===== src/sac_pkg.sv =====
/*
 * sac_pkg: constants and carrier types for the successive-approximation
 * converter control and result logic.
 * assumes: one peripheral clock drives the block and the cpu bus port.
 */
package sac_pkg;

   // ***************************************************************
   // register addresses
   // ***************************************************************
   localparam logic [15:0] SAC_ADDR_RESULT_WORD = 16'hFF18;
   localparam logic [15:0] SAC_ADDR_RESULT_HIGH = 16'hFF1F;
   localparam logic [15:0] SAC_ADDR_MODE        = 16'hFF2A;
   localparam logic [15:0] SAC_ADDR_CHANNEL     = 16'hFF2B;
   localparam logic [15:0] SAC_ADDR_PIN_FUNC    = 16'hFF22;

   // ***************************************************************
   // mode register fields
   // ***************************************************************
   localparam int          SAC_BIT_RUN      = 7;
   localparam int          SAC_BIT_CMP_PWR  = 0;
   localparam int          SAC_FLD_TIME_LSB = 3;
   localparam int          SAC_FLD_RNG_LSB  = 1;
   localparam logic [7:0]  SAC_MODE_RESET   = 8'h00;
   localparam logic [7:0]  SAC_MODE_WMASK   = 8'hBF;
   localparam logic [1:0]  SAC_RANGE_NORMAL = 2'h0;
   localparam logic [1:0]  SAC_RANGE_LOW    = 2'h1;
   localparam logic [15:0] SAC_WORD_RESET   = 16'h0000;
   localparam logic [7:0]  SAC_HIGH_RESET   = 8'h00;

   // ***************************************************************
   // timing
   // ***************************************************************
   localparam int          SAC_RES_BITS     = 10;
   localparam int          SAC_CLK_HZ       = 10_000_000;
   localparam int          SAC_SETTLE_NS    = 1000;
   localparam int          SAC_SETTLE_CYC   = (SAC_SETTLE_NS * (SAC_CLK_HZ / 1_000_000) + 999) / 1000;
   // total periods = divider * 22 for normal range, *40 for low
   localparam logic [8:0]  SAC_CYC_NORMAL_MUL = 9'h016;
   localparam logic [8:0]  SAC_CYC_LOW_MUL    = 9'h028;

   typedef enum logic [1:0] {
      SAC_STOPPED,
      SAC_WAITING,
      SAC_CONV_UNPOWERED,
      SAC_CONV_POWERED
   } sac_op_type;

   typedef struct packed {
      logic       run;
      logic       rsvd;      // always 0, masked on write; keeps the field positions of the byte
      logic [2:0] time_sel;
      logic [1:0] range_sel;
      logic       cmp_power;
   } sac_mode_type;

   typedef struct packed {
      logic       valid;
      logic [9:0] code;
   } sac_result_type;

endpackage : sac_pkg


===== src/sac_ctrl.sv =====
/*
 * sac_ctrl: mode register, conversion sequencer, approximation register
 * and result registers of a 10-bit successive-approximation converter.
 * assumes: cpu byte/word bus synchronous to core_clk_i; the analog
 * comparator decision arrives on cmp_high_i once per bit period.
 */
module sac_ctrl
   import sac_pkg::*;
(
   input  wire logic        core_clk_i,
   input  wire logic        srst_i,
   input  wire logic [15:0] bus_addr_i,
   input  wire logic        bus_rd_i,
   input  wire logic        bus_wr_i,
   input  wire logic        bus_word_i,
   input  wire logic [7:0]  bus_wdata_i,
   output logic      [15:0] bus_rdata_o,
   output logic             bus_wait_o,
   input  wire logic        cmp_high_i,
   output logic             cmp_power_o,
   output logic             ref_ladder_en_o,
   output logic             sample_o,
   output logic      [9:0]  dac_code_o,
   output logic             conv_done_irq_o,
   output logic             first_result_suspect_o,
   output logic             timing_illegal_o,
   output sac_op_type       op_state_o
);

   // ***************************************************************
   // register state
   // ***************************************************************
   sac_mode_type mode,        next_mode;
   logic [15:0]  result_word, next_result_word;
   logic [7:0]   result_high, next_result_high;
   logic         wait_done,   next_wait_done;
   logic [15:0]  rdata,       next_rdata;
   logic         suspect,     next_suspect;
   logic [3:0]   settle_cnt,  next_settle_cnt;

   logic         acc_mode_wr, acc_res_rd, hit;

   always_comb begin
      hit         = 1'b0;
      acc_mode_wr = bus_wr_i && bus_addr_i == SAC_ADDR_MODE;
      acc_res_rd  = bus_rd_i && (bus_addr_i == SAC_ADDR_RESULT_WORD || bus_addr_i == SAC_ADDR_RESULT_HIGH);
      if (bus_addr_i == SAC_ADDR_MODE) begin
         hit = 1'b1;
      end else if (bus_addr_i == SAC_ADDR_RESULT_WORD || bus_addr_i == SAC_ADDR_RESULT_HIGH) begin
         hit = 1'b1;
      end
   end

   // one wait cycle on mode writes and result reads
   assign bus_wait_o  = (acc_mode_wr || acc_res_rd) && !wait_done;
   assign bus_rdata_o = rdata;

   // ***************************************************************
   // conversion sequencer
   // ***************************************************************
   logic [3:0]   bit_div;
   logic [8:0]   total_cyc;
   logic         legal;
   logic [3:0]   div_cnt,  next_div_cnt;
   logic [3:0]   bit_idx,  next_bit_idx;
   logic [9:0]   sar,      next_sar;
   logic         busy,     next_busy;
   logic         done,     next_done;
   logic         sampling, next_sampling;
   logic [5:0]   samp_cnt, next_samp_cnt;

   sac_timing u_timing (
      .time_sel_i  (mode.time_sel),
      .range_sel_i (mode.range_sel),
      .bit_div_o   (bit_div),
      .total_cyc_o (total_cyc),
      .legal_o     (legal)
   );

   always_comb begin
      next_mode        = mode;
      next_result_word = result_word;
      next_result_high = result_high;
      next_wait_done   = 1'b0;
      next_rdata       = rdata;
      next_suspect     = suspect;
      next_settle_cnt  = settle_cnt;
      next_div_cnt     = div_cnt;
      next_bit_idx     = bit_idx;
      next_sar         = sar;
      next_busy        = busy;
      next_done        = 1'b0;
      next_sampling    = sampling;
      next_samp_cnt    = samp_cnt;
      if (bus_wait_o) begin
         next_wait_done = 1'b1;
      end
      if (bus_rd_i && hit && !bus_wait_o) begin
         if (bus_addr_i == SAC_ADDR_RESULT_WORD) begin
            next_rdata = bus_word_i ? result_word : {8'h00, result_word[7:0]};
         end else if (bus_addr_i == SAC_ADDR_RESULT_HIGH) begin
            next_rdata = {8'h00, result_high};
         end else begin
            next_rdata = {8'h00, mode};
         end
      end else if (bus_rd_i) begin
         next_rdata = 16'h0000;
      end
      // settle counter restarts whenever comparator power is off
      if (!mode.cmp_power) begin
         next_settle_cnt = 4'h0;
      end else if (settle_cnt < 4'(SAC_SETTLE_CYC)) begin
         next_settle_cnt = settle_cnt + 4'h1;
      end
      // clear comes first so that a run request meeting a conversion end still sets the flag
      if (done) begin
         next_suspect = 1'b0;
      end
      // results are kept across mode writes, so the allowed undefined window never opens
      if (acc_mode_wr && !bus_wait_o) begin
         next_mode = sac_mode_type'(bus_wdata_i & SAC_MODE_WMASK);
         // run raised before comparator settled: flag the first result
         if (bus_wdata_i[SAC_BIT_RUN] && !mode.run) begin
            next_suspect = !(mode.cmp_power && settle_cnt >= 4'(SAC_SETTLE_CYC));
         end
      end
      if (!mode.run || !legal) begin
         next_busy     = 1'b0;
         next_sampling = 1'b0;
      end else if (!busy) begin
         // sample phase fills the time not used by bit decisions
         next_busy     = 1'b1;
         next_sampling = 1'b1;
         next_samp_cnt = 6'h00;
         // the start cycle counts as the first sample cycle: done pulses come exactly the table length apart
         next_div_cnt  = 4'h1;
         next_bit_idx  = 4'(SAC_RES_BITS - 1);
         next_sar      = 10'h200;
      end else if (sampling) begin
         next_div_cnt = div_cnt + 4'h1;
         if (div_cnt == bit_div - 4'h1) begin
            next_div_cnt  = 4'h0;
            next_samp_cnt = samp_cnt + 6'h01;
            if (samp_cnt == 6'(total_cyc / 9'(bit_div)) - 6'(SAC_RES_BITS) - 6'h01) begin
               next_sampling = 1'b0;
            end
         end
      end else begin
         next_div_cnt = div_cnt + 4'h1;
         if (div_cnt == bit_div - 4'h1) begin
            next_div_cnt = 4'h0;
            next_sar[bit_idx] = cmp_high_i;
            if (bit_idx == 4'h0) begin
               next_busy        = 1'b0;
               next_done        = 1'b1;
               next_result_word = {next_sar, 6'h00};
               next_result_high = next_sar[9:2];
            end else begin
               next_bit_idx = bit_idx - 4'h1;
               next_sar[bit_idx - 4'h1] = 1'b1;
            end
         end
      end
   end

   always_ff @(posedge core_clk_i) begin
      if (srst_i) begin
         mode        <= sac_mode_type'(SAC_MODE_RESET);
         result_word <= SAC_WORD_RESET;
         result_high <= SAC_HIGH_RESET;
         wait_done   <= 1'b0;
         rdata       <= 16'h0000;
         suspect     <= 1'b0;
         settle_cnt  <= 4'h0;
         div_cnt     <= 4'h0;
         bit_idx     <= 4'h0;
         sar         <= 10'h000;
         busy        <= 1'b0;
         done        <= 1'b0;
         sampling    <= 1'b0;
         samp_cnt    <= 6'h00;
      end else begin
         mode        <= next_mode;
         result_word <= next_result_word;
         result_high <= next_result_high;
         wait_done   <= next_wait_done;
         rdata       <= next_rdata;
         suspect     <= next_suspect;
         settle_cnt  <= next_settle_cnt;
         div_cnt     <= next_div_cnt;
         bit_idx     <= next_bit_idx;
         sar         <= next_sar;
         busy        <= next_busy;
         done        <= next_done;
         sampling    <= next_sampling;
         samp_cnt    <= next_samp_cnt;
      end
   end

   // ***************************************************************
   // analog controls and status
   // ***************************************************************
   always_comb begin
      case ({mode.run, mode.cmp_power})
         2'b00:   op_state_o = SAC_STOPPED;
         2'b01:   op_state_o = SAC_WAITING;
         2'b10:   op_state_o = SAC_CONV_UNPOWERED;
         default: op_state_o = SAC_CONV_POWERED;
      endcase
   end

   assign cmp_power_o            = mode.cmp_power || (mode.run && busy && !sampling);
   assign ref_ladder_en_o        = mode.run || mode.cmp_power;
   assign sample_o               = sampling;
   assign dac_code_o             = sar;
   assign conv_done_irq_o        = done;
   assign first_result_suspect_o = suspect;
   assign timing_illegal_o       = mode.run && !legal;

   // ***************************************************************
   // checks
   // ***************************************************************
   a_stop_no_power: assert property (@(posedge core_clk_i) disable iff (srst_i)
      !mode.run && !mode.cmp_power |-> !cmp_power_o && !ref_ladder_en_o)
      else $error("power active while stopped");
   a_wait_no_conv: assert property (@(posedge core_clk_i) disable iff (srst_i)
      !mode.run |=> !conv_done_irq_o)
      else $error("conversion while waiting");
   a_wait_one_cycle: assert property (@(posedge core_clk_i) disable iff (srst_i)
      $rose(acc_mode_wr) |-> bus_wait_o ##1 !bus_wait_o)
      else $error("mode write wait not one cycle");
   a_read_wait: assert property (@(posedge core_clk_i) disable iff (srst_i)
      $rose(acc_res_rd) |-> bus_wait_o)
      else $error("result read without wait");
   a_word_align: assert property (@(posedge core_clk_i) disable iff (srst_i)
      result_word[5:0] == 6'h00)
      else $error("result low bits not zero");
   a_high_match: assert property (@(posedge core_clk_i) disable iff (srst_i)
      result_high == result_word[15:8])
      else $error("high byte differs from word");
   a_abort_quiet: assert property (@(posedge core_clk_i) disable iff (srst_i)
      !mode.run |=> $stable(result_word) && !conv_done_irq_o)
      else $error("result changed after abort");
   a_done_spacing: assert property (@(posedge core_clk_i) disable iff (srst_i)
      conv_done_irq_o |=> !conv_done_irq_o [*8])
      else $error("done pulses too close");
   a_bit_walk: assert property (@(posedge core_clk_i) disable iff (srst_i)
      mode.run && legal && busy && !sampling && div_cnt == bit_div - 4'h1 && bit_idx != 4'h0
      |=> bit_idx == $past(bit_idx) - 4'h1)
      else $error("bit order broken");
   c_done: cover property (@(posedge core_clk_i) conv_done_irq_o);
   c_abort: cover property (@(posedge core_clk_i) busy && !mode.run);
   c_suspect: cover property (@(posedge core_clk_i) conv_done_irq_o && suspect);
   c_low_range: cover property (@(posedge core_clk_i) conv_done_irq_o && mode.range_sel == SAC_RANGE_LOW);

endmodule // sac_ctrl


===== src/sac_timing.sv =====
/*
 * sac_timing: decodes the conversion-time and range fields into a bit
 * period and a total conversion length, and flags prohibited codes.
 * assumes: fields are stable while conversion runs.
 */
module sac_timing
   import sac_pkg::*;
(
   input  wire logic [2:0] time_sel_i,
   input  wire logic [1:0] range_sel_i,
   output logic      [3:0] bit_div_o,
   output logic      [8:0] total_cyc_o,
   output logic            legal_o
);

   always_comb begin
      bit_div_o = 4'hC;
      legal_o   = 1'b1;
      case (time_sel_i)
         3'h0: bit_div_o = 4'hC;
         3'h1: bit_div_o = 4'h8;
         3'h2: bit_div_o = 4'h6;
         3'h3: bit_div_o = 4'h4;
         3'h4: bit_div_o = 4'h3;
         3'h5: bit_div_o = 4'h2;
         default: legal_o = 1'b0;
      endcase
      if (range_sel_i == SAC_RANGE_NORMAL) begin
         total_cyc_o = 9'(bit_div_o * SAC_CYC_NORMAL_MUL);
      end else if (range_sel_i == SAC_RANGE_LOW && time_sel_i != 3'h5) begin
         total_cyc_o = 9'(bit_div_o * SAC_CYC_LOW_MUL);
      end else begin
         total_cyc_o = 9'(bit_div_o * SAC_CYC_NORMAL_MUL);
         legal_o     = 1'b0;
      end
   end

endmodule // sac_timing


===== config.mk =====
export PLATFORM = sky130hd
export DESIGN_NAME = sac_ctrl
export DESIGN_NICKNAME = d
export VERILOG_FILES = /design/src/sac_pkg.sv /design/src/sac_ctrl.sv /design/src/sac_timing.sv
export SDC_FILE = /design/constraint.sdc
export NUM_CORES = 1
export LEC_CHECK = 0
export BUFFER_PORTS_ARGS = -buffer_cell sky130_fd_sc_hd__buf_2
export CORE_MARGIN = 5
export CORE_UTILIZATION = 53
export DETAILED_ROUTE_END_ITERATION = 8
export PLACE_DENSITY = 0.74
export SKIP_CTS_REPAIR_TIMING = 1
export SLEW_MARGIN = 0
export SYNTH_ARGS = -nofsm -noshare
export SYNTH_HDL_FRONTEND = slang
export SYNTH_SLANG_ARGS = --single-unit

===== constraint.sdc =====
create_clock -name core_clk_i -period 19.9 [get_ports core_clk_i]
set_clock_uncertainty 0.15 [all_clocks]
set_input_delay 0.995 -clock core_clk_i [delete_from_list [all_inputs] [get_ports core_clk_i]]
set_output_delay 0.995 -clock core_clk_i [all_outputs]
set_load 0.05 [all_outputs]

==> impl_results.md, run 1 <==
- Pleak: 2.57 nW
- Top-count cell post-synth: nor2_1
- Iteration-0 DRC Markers: 342
- Worst hold stages: 2
- Setup Viol. Count Final: 0
- Comb pwr share: 0.026
- Syn-to-layout area delta: 11.3%
- Hold_sp: dac_code_o[0]$_SDFFE_PP0P_
- Starting Density: 0.536
- RSZ-0062 raised after global routing: false
- H-tree depth: 3
- CP endpoint kind: flip-flop
- Top cell type's share of synthesized area: 0.243
- Clk_lat worst skew: 0.34 ns
- Die ar.: 12400 µm²
- Top cells by count, synth: nor2_1 (92), dfxtp_1 (66), a21oi_1 (59)
- Worst slew margin: 0.304
- Net switching power: 0.0553 mW
- Slew Viols, Final: 0
- Post-route minimum period: approximately 18 ns
- Worst R2R Start: mode[4]$_SDFFE_PP0P_
- Final Hold Vio Count: 0
- Mapped Cells: 700
- Clock slew at reported path FFs: 0.07 ns
- CP startpoint kind: flip-flop
- Vias per inst: 5.87
- Yosys Warn Count: 0
- DR vias: 5220
- WL/cell: 15.0 µm
- Crit path max fanout: 17
- Pwr Density: 42.0 nW/µm²
- Final wirelength: 13300 µm
- CTS tree: built
- CP required: ~20 ns
- Max-cap violations: 0
- Core Rows: 37
- Total CTS buffers: 9
- Syn avg cell area: 7.76 µm²
- Top cells by area, synth: dfxtp_1 (24%), ha_1 (12%), nor2_1 (6.4%)
- I/O Buffers: 63
- Fin crit share: 0.929
- Area of the core: 10100 µm²
- Yosys reg bits: 66
- Detailed Routing Iterations Pass 1: 5
- Initial antenna violation count: 0
- Switching Share: 0.218
- CTS root buffer: clkbuf_8
- Largest area contributor in the netlist: dfxtp_1
- Die Ht: 111 µm
- Number of distinct library cells after synthesis: 78
- Kind of critical path: reg2reg
- Residual DRC: 0
- TNS Setup: 0 ns
- Cells after DPL: 875
- First-pass GRT wire length: 23200 µm
- Reg2Reg Depth: 82
- Sequential area share after synthesis: 0.243
- Slowest cell on the critical path: or3_1
- Hold Path End: dac_code_o[0]$_SDFFE_PP0P_
- Worst VDD drop: around 0.031 mV
- Clock power frac: 0.454
- CP most frequent cell: ha_1
- Internal power: 0.199 mW
- GP Congestion: 0.882
- Top FF cell, synth: dfxtp_1
- Routed Antenna Nets: 0
- Final Instance Count excl. Fillers: ~900
- Ys async rst share: 0
- Die width: 111 µm
- RR Endpoint: sample_o$_SDFF_PP0_
- Syn_nets: 781
- Post-DP HPWL: 10300 µm
- Hold Path Class: reg2reg
- Post-synth EDFFs: 0
- Status: completed
- Syn Std Cell Area: 5430 µm²
- Arr. time, crit path: roughly 19 ns
- Flop2flop setup slack: 1.41 ns
- N_diodes: 0
- Total Routing Usage GR: 0.219
- I/O pins: 65
- Nets: 831
- Total power: ~0.25 mW
- Filler cells: 953
- Largest net degree at the start of global routing: 61
- Worst Tran Pin Value: between 1 and 1.5 ns
- Part of the power in registers: 0.520
- CTS sink cnt: 66
- Clk buf depth: 2
- GRT overflow: 0
- Layout cell share with drive strength beyond 1: 0.163
- Vias in the first global route: 5111
- Fmax: 54.1 MHz
- Slowest stage delay, CP: 0.46 ns
-- logic make-up (layout without fill, tap and decap cells) --
kind of cell               count (synthesis)  in the layout  synth area share
and+or+nand+nor                          261            261             0.231
AOI/OAI and AO/OA                        197            197             0.249
DFF                                       66             66             0.243
buffers and inverters                     64            118            0.0497
adders and majority gates                 51             51             0.119
muxes                                     33             33            0.0622
xor gates and xnor gates                  28             28            0.0465
-- final cells by class --
type / count / area, µm² / share of cell area
flip-flops and latches: 66 / 1320 / 0.219
repair buffers: 69 / 360 / 0.0596
well taps: 136 / 170 / 0.0281
inverters: 34 / 128 / 0.0211
clock inverters: 4 / 51.3 / 0.00848
clock buffers: 11 / 151 / 0.0250
multi-input cells: 570 / 3860 / 0.639
-- worst max-delay path by stage --
stage	slack, ns	endpoint	cells after the start	from
after floorplan	3.00	sample_o$_SDFF_PP0_	79	mode[5]$_SDFFE_PP0P_
after global placement	1.38	sample_o$_SDFF_PP0_	81	mode[4]$_SDFFE_PP0P_
after detailed placement	0.92	sample_o$_SDFF_PP0_	81	mode[4]$_SDFFE_PP0P_
after CTS	0.89	sample_o$_SDFF_PP0_	81	mode[4]$_SDFFE_PP0P_
after global routing	0.03	sample_o$_SDFF_PP0_	82	mode[4]$_SDFFE_PP0P_
final	1.41	sample_o$_SDFF_PP0_	82	mode[4]$_SDFFE_PP0P_
-- critical path: cells and delay by family (launching register included) --
family                   cells  cell delay (ns)
AO/OA/AOI/OAI               39             8.81
XOR/XNOR                     1             0.13
adder cells (fa/ha/maj)     13             3.62
buffers and inverters        7             1.16
flip-flops                   1             0.32
multiplexers                 1             0.36
AND/OR/NAND/NOR             21             3.81
-- cells in the final DEF, fill, tap and decap left out, drive strengths merged, types with 7 or more instances in the layout --
cell    Yosys  layout
a211oi     12      12
a21oi      59      59
a22oi      12      12
a31oi       7       7
buf         7      69
clkbuf     23      11
dfxtp      66      66
ha         50      50
inv        33      33
mux2i      30      30
nand2      55      55
nand2b      8       8
nand3      14      14
nand4       7       7
nor2       93      93
nor2b       9       9
nor3       25      25
o211ai      8       8
o21a       14      14
o21ai      39      39
or2        13      13
or3        11      11
xnor2      16      16
xor2       12      12
-- stage by stage --
stage / util / hold slack, ns / worst slack, ns / area, µm²
CTS: 0.594 / 0.337 / 0.885 / 6020
global placement: 0.574 / 0.317 / 1.38 / 5820
global route: 0.596 / 0.383 / 0.0303 / 6050
floorplan: - / 0.311 / 3.00 / 5430
finish: 0.596 / 0.335 / 1.41 / 6050
detailed placement: 0.574 / 0.322 / 0.919 / 5820
-- per-layer routing --
layer,track usage,wire length (µm),share of wire
met4,0.0600,215,0.016
met3,0.0426,494,0.037
met5,0,0,0
met1,0.281,6140,0.46
met2,0.373,6490,0.49
-- flip-flops by register name, indices dropped and copies added (netlist names) --
signal / cells
mode: 7
wait_done: 1
dac_code_o: 10
settle_cnt: 4
samp_cnt: 6
div_cnt: 4
bit_idx: 4
sample_o: 1
conv_done_irq_o: 1
result_high: 8
bus_rdata_o: 16
result_word: 2
first_result_suspect_o: 1
busy: 1
-- power by group through the flow --
stage	Sequential [mW]	Clock, mW	Combinational (mW)
floorplan	0.135	0	0.00311
global placement	0.135	0	0.00641
detailed placement	0.135	0	0.00658
CTS	0.132	0.117	0.00658
global route	0.132	0.125	0.00729
finish	0.132	0.115	0.00655
Note: power is estimated with default switching activity, not from simulation.
==> run 2, diff against run 1 <==
--- a/config.mk
+++ b/config.mk
@@ -9,7 +9,7 @@
 export CORE_MARGIN = 5
 export CORE_UTILIZATION = 53
 export DETAILED_ROUTE_END_ITERATION = 8
-export PLACE_DENSITY = 0.74
+export PLACE_DENSITY = 0.84
 export SKIP_CTS_REPAIR_TIMING = 1
 export SLEW_MARGIN = 0
 export SYNTH_ARGS = -nofsm -noshare
==> constraint.sdc (replaced) <==
create_clock -name core_clk_i -period 17.4 [get_ports core_clk_i]
set_clock_uncertainty 0.15 [all_clocks]
set_input_delay 0.87 -clock core_clk_i [delete_from_list [all_inputs] [get_ports core_clk_i]]
set_output_delay 0.87 -clock core_clk_i [all_outputs]
set_load 0.05 [all_outputs]
==> run 2 against run 1 <==
Effect of this change: first-iteration DRC count up 9.4%; count of clock-buffer cells in the layout down 1; non-clock buffer count up 28; register-to-register slack worse by 0.77 ns; global-route usage up 0.90 points; die area unchanged; clock power up 15%; combinational power up 17%; hold slack better by 0.014 ns; sequential share of layout area down 1.0 points; utilization up 3.1 points; critical path depth down 6; largest power group unchanged.
==> impl_results.md, run 2 (same netlist as run 1, synthesis figures left out) <==
- Status: completed (unchanged)
- WL/cell: 16.1 µm (was 15.0 µm)
- Top delay family on crit path: compound AO/OA/AOI/OAI gates (unchanged)
- Multi-input logic area: 3960 µm² (was 3860 µm²)
- Routed Antenna Nets: 0 (unchanged)
- CTS tree: built (unchanged)
- DR vias: 5562 (was 5220)
- Clock slew at reported path FFs: 0.08 ns (was 0.07 ns)
- GRT overflow: 0 (unchanged)
- Die width: 111 µm (unchanged)
- Arr. time, crit path: 16.84 ns (was 18.57 ns)
- Nets: 859 (was 831)
- Final wirelength: 14800 µm (was 13300 µm)
- Post-place setup slack: -0.255 ns (was 0.919 ns)
- Detailed Routing Iterations Pass 1: 6 (was 5)
- Max-cap violations: 0 (unchanged)
- Syn-to-layout area delta: 17.0% (was 11.3%)
- Placed Area: 5910 µm² (was 5820 µm²)
- Fmax: 59.7 MHz (was 54.1 MHz)
- Kind of critical path: reg2reg (unchanged)
- Most common cell after layout, fill and taps aside: nor2_1 (unchanged)
- Total Routing Usage GR: 0.228 (was 0.219)
- H-tree depth: 3 (unchanged)
- Die Ht: 111 µm (unchanged)
- N_diodes: 0 (unchanged)
- Cells after DPL: 887 (was 875)
- Largest net degree at the start of global routing: 61 (unchanged)
- Vias per inst: 6.06 (was 5.87)
- Layout cell share with drive strength beyond 1: 0.206 (was 0.163)
- Filler cells: 821 (was 953)
- Total CTS buffers: 9 (unchanged)
- Max reg flops: 16 (unchanged)
- Iteration-0 DRC Markers: 374 (was 342)
- Commonest cells after routing, fill and taps aside: nor2_1 (91), dfxtp_1 (64), buf_2 (63), a21oi_1 (56), nand2_1 (54) (was nor2_1 (91), dfxtp_1 (64), buf_2 (63), a21oi_1 (58), nand2_1 (55))
- Pleak: 2.71 nW (was 2.57 nW)
- Post-route cell area: 6360 µm² (was 6050 µm²)
- Worst VDD drop: 0.0546 mV (was 0.0307 mV)
- Worst path buffer plus inverter count: 5 (was 7)
- Residual DRC: 0 (unchanged)
- CP most frequent cell: ha_1 (unchanged)
- Slowest stage delay, CP: 0.46 ns (about the same)
- Hold Path Class: reg2reg (unchanged)
- Setup Viol. Count Final: 0 (unchanged)
- Reg area: 1330 µm² (was 1320 µm²)
- Worst Tran Pin Value: 1.03 ns (was 1.04 ns)
- GP Congestion: 0.902 (was 0.882)
- Die ar.: 12400 µm² (unchanged)
- Starting Density: 0.536 (unchanged)
- I/O Buffers: 63 (unchanged)
- Fin crit share: 0.963 (was 0.929)
- Area of the core: 10100 µm² (unchanged)
- Initial antenna violation count: 0 (unchanged)
- Slew Viols, Final: 0 (unchanged)
- I/O pins: 65 (unchanged)
- CP startpoint kind: flip-flop (unchanged)
- Final worst slack: 0.636 ns (was 1.41 ns)
- Clk buf depth: 2 (unchanged)
- Post-route minimum period: 16.76 ns (was 18.49 ns)
- CP endpoint kind: flip-flop (unchanged)
- Final Instance Count excl. Fillers: 918 (was 890)
- Crit path max fanout: 14 (was 17)
- CTS sink cnt: 66 (unchanged)
- Final Hold Vio Count: 0 (unchanged)
- First-pass GRT wire length: 24100 µm (was 23200 µm)
- Post-DP HPWL: 10800 µm (was 10300 µm)
- Total power: 0.291 mW (was 0.254 mW)
- Vias in the first global route: 5366 (was 5111)
- CP required: 17.48 ns (was 19.98 ns)
- Pwr Density: 45.7 nW/µm² (was 42.0 nW/µm²)
- CTS root buffer: clkbuf_8 (unchanged)
- Clk_lat worst skew: 0.35 ns (was 0.34 ns)
- Core Rows: 37 (unchanged)
- Slowest cell on the critical path: a2111o_1 (was or3_1)
- Worst slew margin: 0.310 (was 0.304)
-- run 2: cell types whose count changed in the layout (fill, tap and decap cells not counted), sizes merged --
cell and change:
buf +28, clkbuf -1, clkinv -2, clkinvlp +1, inv +2
-- run 2: stage by stage --
step,util,hold slack (ns),setup TNS (ns)
after floorplan,-,0.311,0
after global placement,0.583,0.315,0
after detailed placement,0.583,0.324,-0.255
after CTS,0.603,0.343,-0.341
after global routing,0.627,0.368,-0.256
final,0.627,0.349,0
-- run 2: power by group --
group | total (mW) | internal (mW) | switching, mW
sequential | 0.151 | 0.151 | 0.0000000242
combinational | 0.00769 | 0.00292 | 0.00476
clock | 0.132 | 0.0703 | 0.0619
-- run 2: worst min-delay path, cell delays in order (launching register included) --
cell and delay (ns):
dfxtp_1 0.33, a21oi_1 0.06, nor2_1 0.07
-- run 2: area by class of cell --
| cell class | count | area share |
|---|---|---|
| flip-flops and latches | 66 | 0.209 |
| multi-input cells | 570 | 0.623 |
| inverters | 34 | 0.0201 |
| repair buffers | 97 | 0.0897 |
| clock buffers | 10 | 0.0216 |
| well taps | 136 | 0.0268 |
| clock inverters | 5 | 0.00984 |
-- run 2: path summary, 6_finish.rpt --
check | to | startpoint | slack (ns) | depth (start not counted)
worst max-delay path | sample_o$_SDFF_PP0_ | mode[5]$_SDFFE_PP0P_ | 0.64 | 76
worst min-delay path | bus_rdata_o[1]$_SDFFE_PP0P_ | bus_rdata_o[1]$_SDFFE_PP0P_ | 0.35 | 2
worst max register to register | sample_o$_SDFF_PP0_ | mode[5]$_SDFFE_PP0P_ | 0.64 | 76
worst min register to register | bus_rdata_o[1]$_SDFFE_PP0P_ | bus_rdata_o[1]$_SDFFE_PP0P_ | 0.35 | 2
-- run 2: routing by layer --
| metal | wire [µm] | vias to the layer above | GRT usage |
|---|---|---|---|
| met5 | 0 | - | 0 |
| met4 | 413 | 0 | 0.0860 |
| met3 | 739 | 42 | 0.0448 |
| met2 | 7520 | 201 | 0.402 |
| met1 | 6100 | 2612 | 0.271 |
| li1 | - | 2707 | - |
==> run 3, diff against run 2 <==
--- a/config.mk
+++ b/config.mk
@@ -9,7 +9,7 @@
 export CORE_MARGIN = 5
 export CORE_UTILIZATION = 53
 export DETAILED_ROUTE_END_ITERATION = 8
-export PLACE_DENSITY = 0.84
+export PLACE_DENSITY = 0.72
 export SKIP_CTS_REPAIR_TIMING = 1
 export SLEW_MARGIN = 0
 export SYNTH_ARGS = -nofsm -noshare
==> run 3 against run 2 <==
Effect of this change: hold slack lost 0.013 ns; critical endpoint unchanged; register-to-register slack improved by 0.18 ns; critical path type unchanged; global-route usage is 0.53 points lower; largest cell class unchanged; non-clock buffer count down 8; maximum frequency rose by 1.1%; final cell count decreased by 0.76%; highest routed layer unchanged.
==> impl_results.md, run 3 (same netlist as run 1, synthesis figures left out) <==
- Status: completed (unchanged)
- GRT overflow: 0 (unchanged)
- Cells after DPL: 884 (was 887)
- Pwr Density: 47.9 nW/µm² (was 45.7 nW/µm²)
- Core Rows: 37 (unchanged)
- Fmax: 60.3 MHz (was 59.7 MHz)
- Slowest cell on the critical path: a2111o_1 (unchanged)
- Layout cell share with drive strength beyond 1: 0.201 (was 0.206)
- First-pass GRT wire length: 23700 µm (was 24100 µm)
- CP required: 17.47 ns (was 17.48 ns)
- Kind of critical path: reg2reg (unchanged)
- Vias per inst: 5.87 (was 6.06)
- Most common cell after layout, fill and taps aside: nor2_1 (unchanged)
- Detailed Routing Iterations Pass 1: 4 (was 6)
- Die Ht: 111 µm (unchanged)
- Total Routing Usage GR: 0.222 (was 0.228)
- Clock slew at reported path FFs: 0.08 ns (about the same)
- Post-DP HPWL: 10700 µm (was 10800 µm)
- H-tree depth: 3 (unchanged)
- N_diodes: 0 (unchanged)
- Post-route minimum period: 16.58 ns (was 16.76 ns)
- Commonest cells after routing, fill and taps aside: nor2_1 (91), dfxtp_1 (65), buf_2 (63), nand2_1 (54), a21oi_1 (54) (was nor2_1 (91), dfxtp_1 (64), buf_2 (63), a21oi_1 (56), nand2_1 (54))
- Crit path max fanout: 14 (unchanged)
- Max-cap violations: 0 (unchanged)
- Nets: 851 (was 859)
- Largest net degree at the start of global routing: 61 (unchanged)
- Routed Antenna Nets: 0 (unchanged)
- CP startpoint kind: flip-flop (unchanged)
- Iteration-0 DRC Markers: 426 (was 374)
- CP endpoint kind: flip-flop (unchanged)
- Final Hold Vio Count: 0 (unchanged)
- Slew Viols, Final: 0 (unchanged)
- Area of the core: 10100 µm² (unchanged)
- I/O pins: 65 (unchanged)
- CP most frequent cell: ha_1 (unchanged)
- Clk_lat worst skew: 0.34 ns (was 0.35 ns)
- Post-place setup slack: -0.127 ns (was -0.255 ns)
- Syn-to-layout area delta: 16.5% (was 17.0%)
- Final wirelength: 14100 µm (was 14800 µm)
- Die ar.: 12400 µm² (unchanged)
- Starting Density: 0.536 (unchanged)
- Final Instance Count excl. Fillers: 911 (was 918)
- Fin util: 0.624 (was 0.627)
- Arr. time, crit path: 16.66 ns (was 16.84 ns)
- Worst Tran Pin Value: 1.04 ns (was 1.03 ns)
- Setup Viol. Count Final: 0 (unchanged)
- Total power: 0.303 mW (was 0.291 mW)
- Clk buf depth: 2 (unchanged)
- Placed Area: 5890 µm² (was 5910 µm²)
- DR vias: 5344 (was 5562)
- Worst VDD drop: 0.0697 mV (was 0.0546 mV)
- CTS root buffer: clkbuf_8 (unchanged)
- Die width: 111 µm (unchanged)
- Final worst slack: 0.817 ns (was 0.636 ns)
- WL/cell: 15.5 µm (was 16.1 µm)
- Max reg flops: 16 (unchanged)
- Post-route cell area: 6330 µm² (was 6360 µm²)
- Fin crit share: 0.953 (was 0.963)
- Vias in the first global route: 5231 (was 5366)
- Worst slew margin: 0.304 (was 0.310)
- Hold Path Class: reg2reg (unchanged)
- CTS tree: built (unchanged)
- Slowest stage delay, CP: 0.45 ns (was 0.46 ns)
- Total CTS buffers: 9 (unchanged)
- CTS sink cnt: 66 (unchanged)
- Residual DRC: 0 (unchanged)
- I/O Buffers: 63 (unchanged)
- Pleak: 2.69 nW (was 2.71 nW)
- Initial antenna violation count: 0 (unchanged)
- GP Congestion: 0.890 (was 0.902)
## run 3: report_power, final
group / total (mW) / switching (mW) / internal, mW
registers: 0.151 / 0.0000000261 / 0.151
clock network: 0.145 / 0.0592 / 0.0854
logic: 0.00757 / 0.00466 / 0.00291
## run 3: critical path, delay by kind of cell (launching register included)
kind                     cells  cell delay, ns
buffers and inverters        7            0.73
XOR/XNOR                     1            0.13
adder cells (fa/ha/maj)     13            3.75
AO/OA/AOI/OAI               36            7.47
multiplexers                 2            0.76
AND/OR/NAND/NOR             16            3.04
flip-flops                   1            0.41
## run 3: path summary, 6_finish.rpt
path | startpoint | end | slack [ns] | cells after the start
setup / recovery | mode[5]$_SDFFE_PP0P_ | sample_o$_SDFF_PP0_ | 0.82 | 75
hold / removal | dac_code_o[0]$_SDFFE_PP0P_ | dac_code_o[0]$_SDFFE_PP0P_ | 0.34 | 2
setup reg to reg | mode[5]$_SDFFE_PP0P_ | sample_o$_SDFF_PP0_ | 0.82 | 75
hold reg to reg | dac_code_o[0]$_SDFFE_PP0P_ | dac_code_o[0]$_SDFFE_PP0P_ | 0.34 | 2
## run 3: layout make-up
class | count | area [µm²]
well taps | 136 | 170
flip-flops and latches | 66 | 1330
repair buffers | 89 | 510
inverters | 34 | 128
clock inverters | 5 | 85.1
clock buffers | 11 | 141
multi-input cells | 570 | 3970
fillers | 905 | 3810
## run 3: per-layer routing
| metal | share of wire | GRT usage |
|---|---|---|
| met4 | 0.015 | 0.0584 |
| met5 | 0 | 0 |
| met1 | 0.46 | 0.280 |
| met3 | 0.026 | 0.0328 |
| met2 | 0.50 | 0.396 |
## run 3: stage by stage
stage,hold slack [ns],TNS [ns]
after detailed placement,0.323,-0.127
after global placement,0.318,0
after CTS,0.342,-0.190
after floorplan,0.311,0
after global routing,0.367,-0.160
final,0.337,0
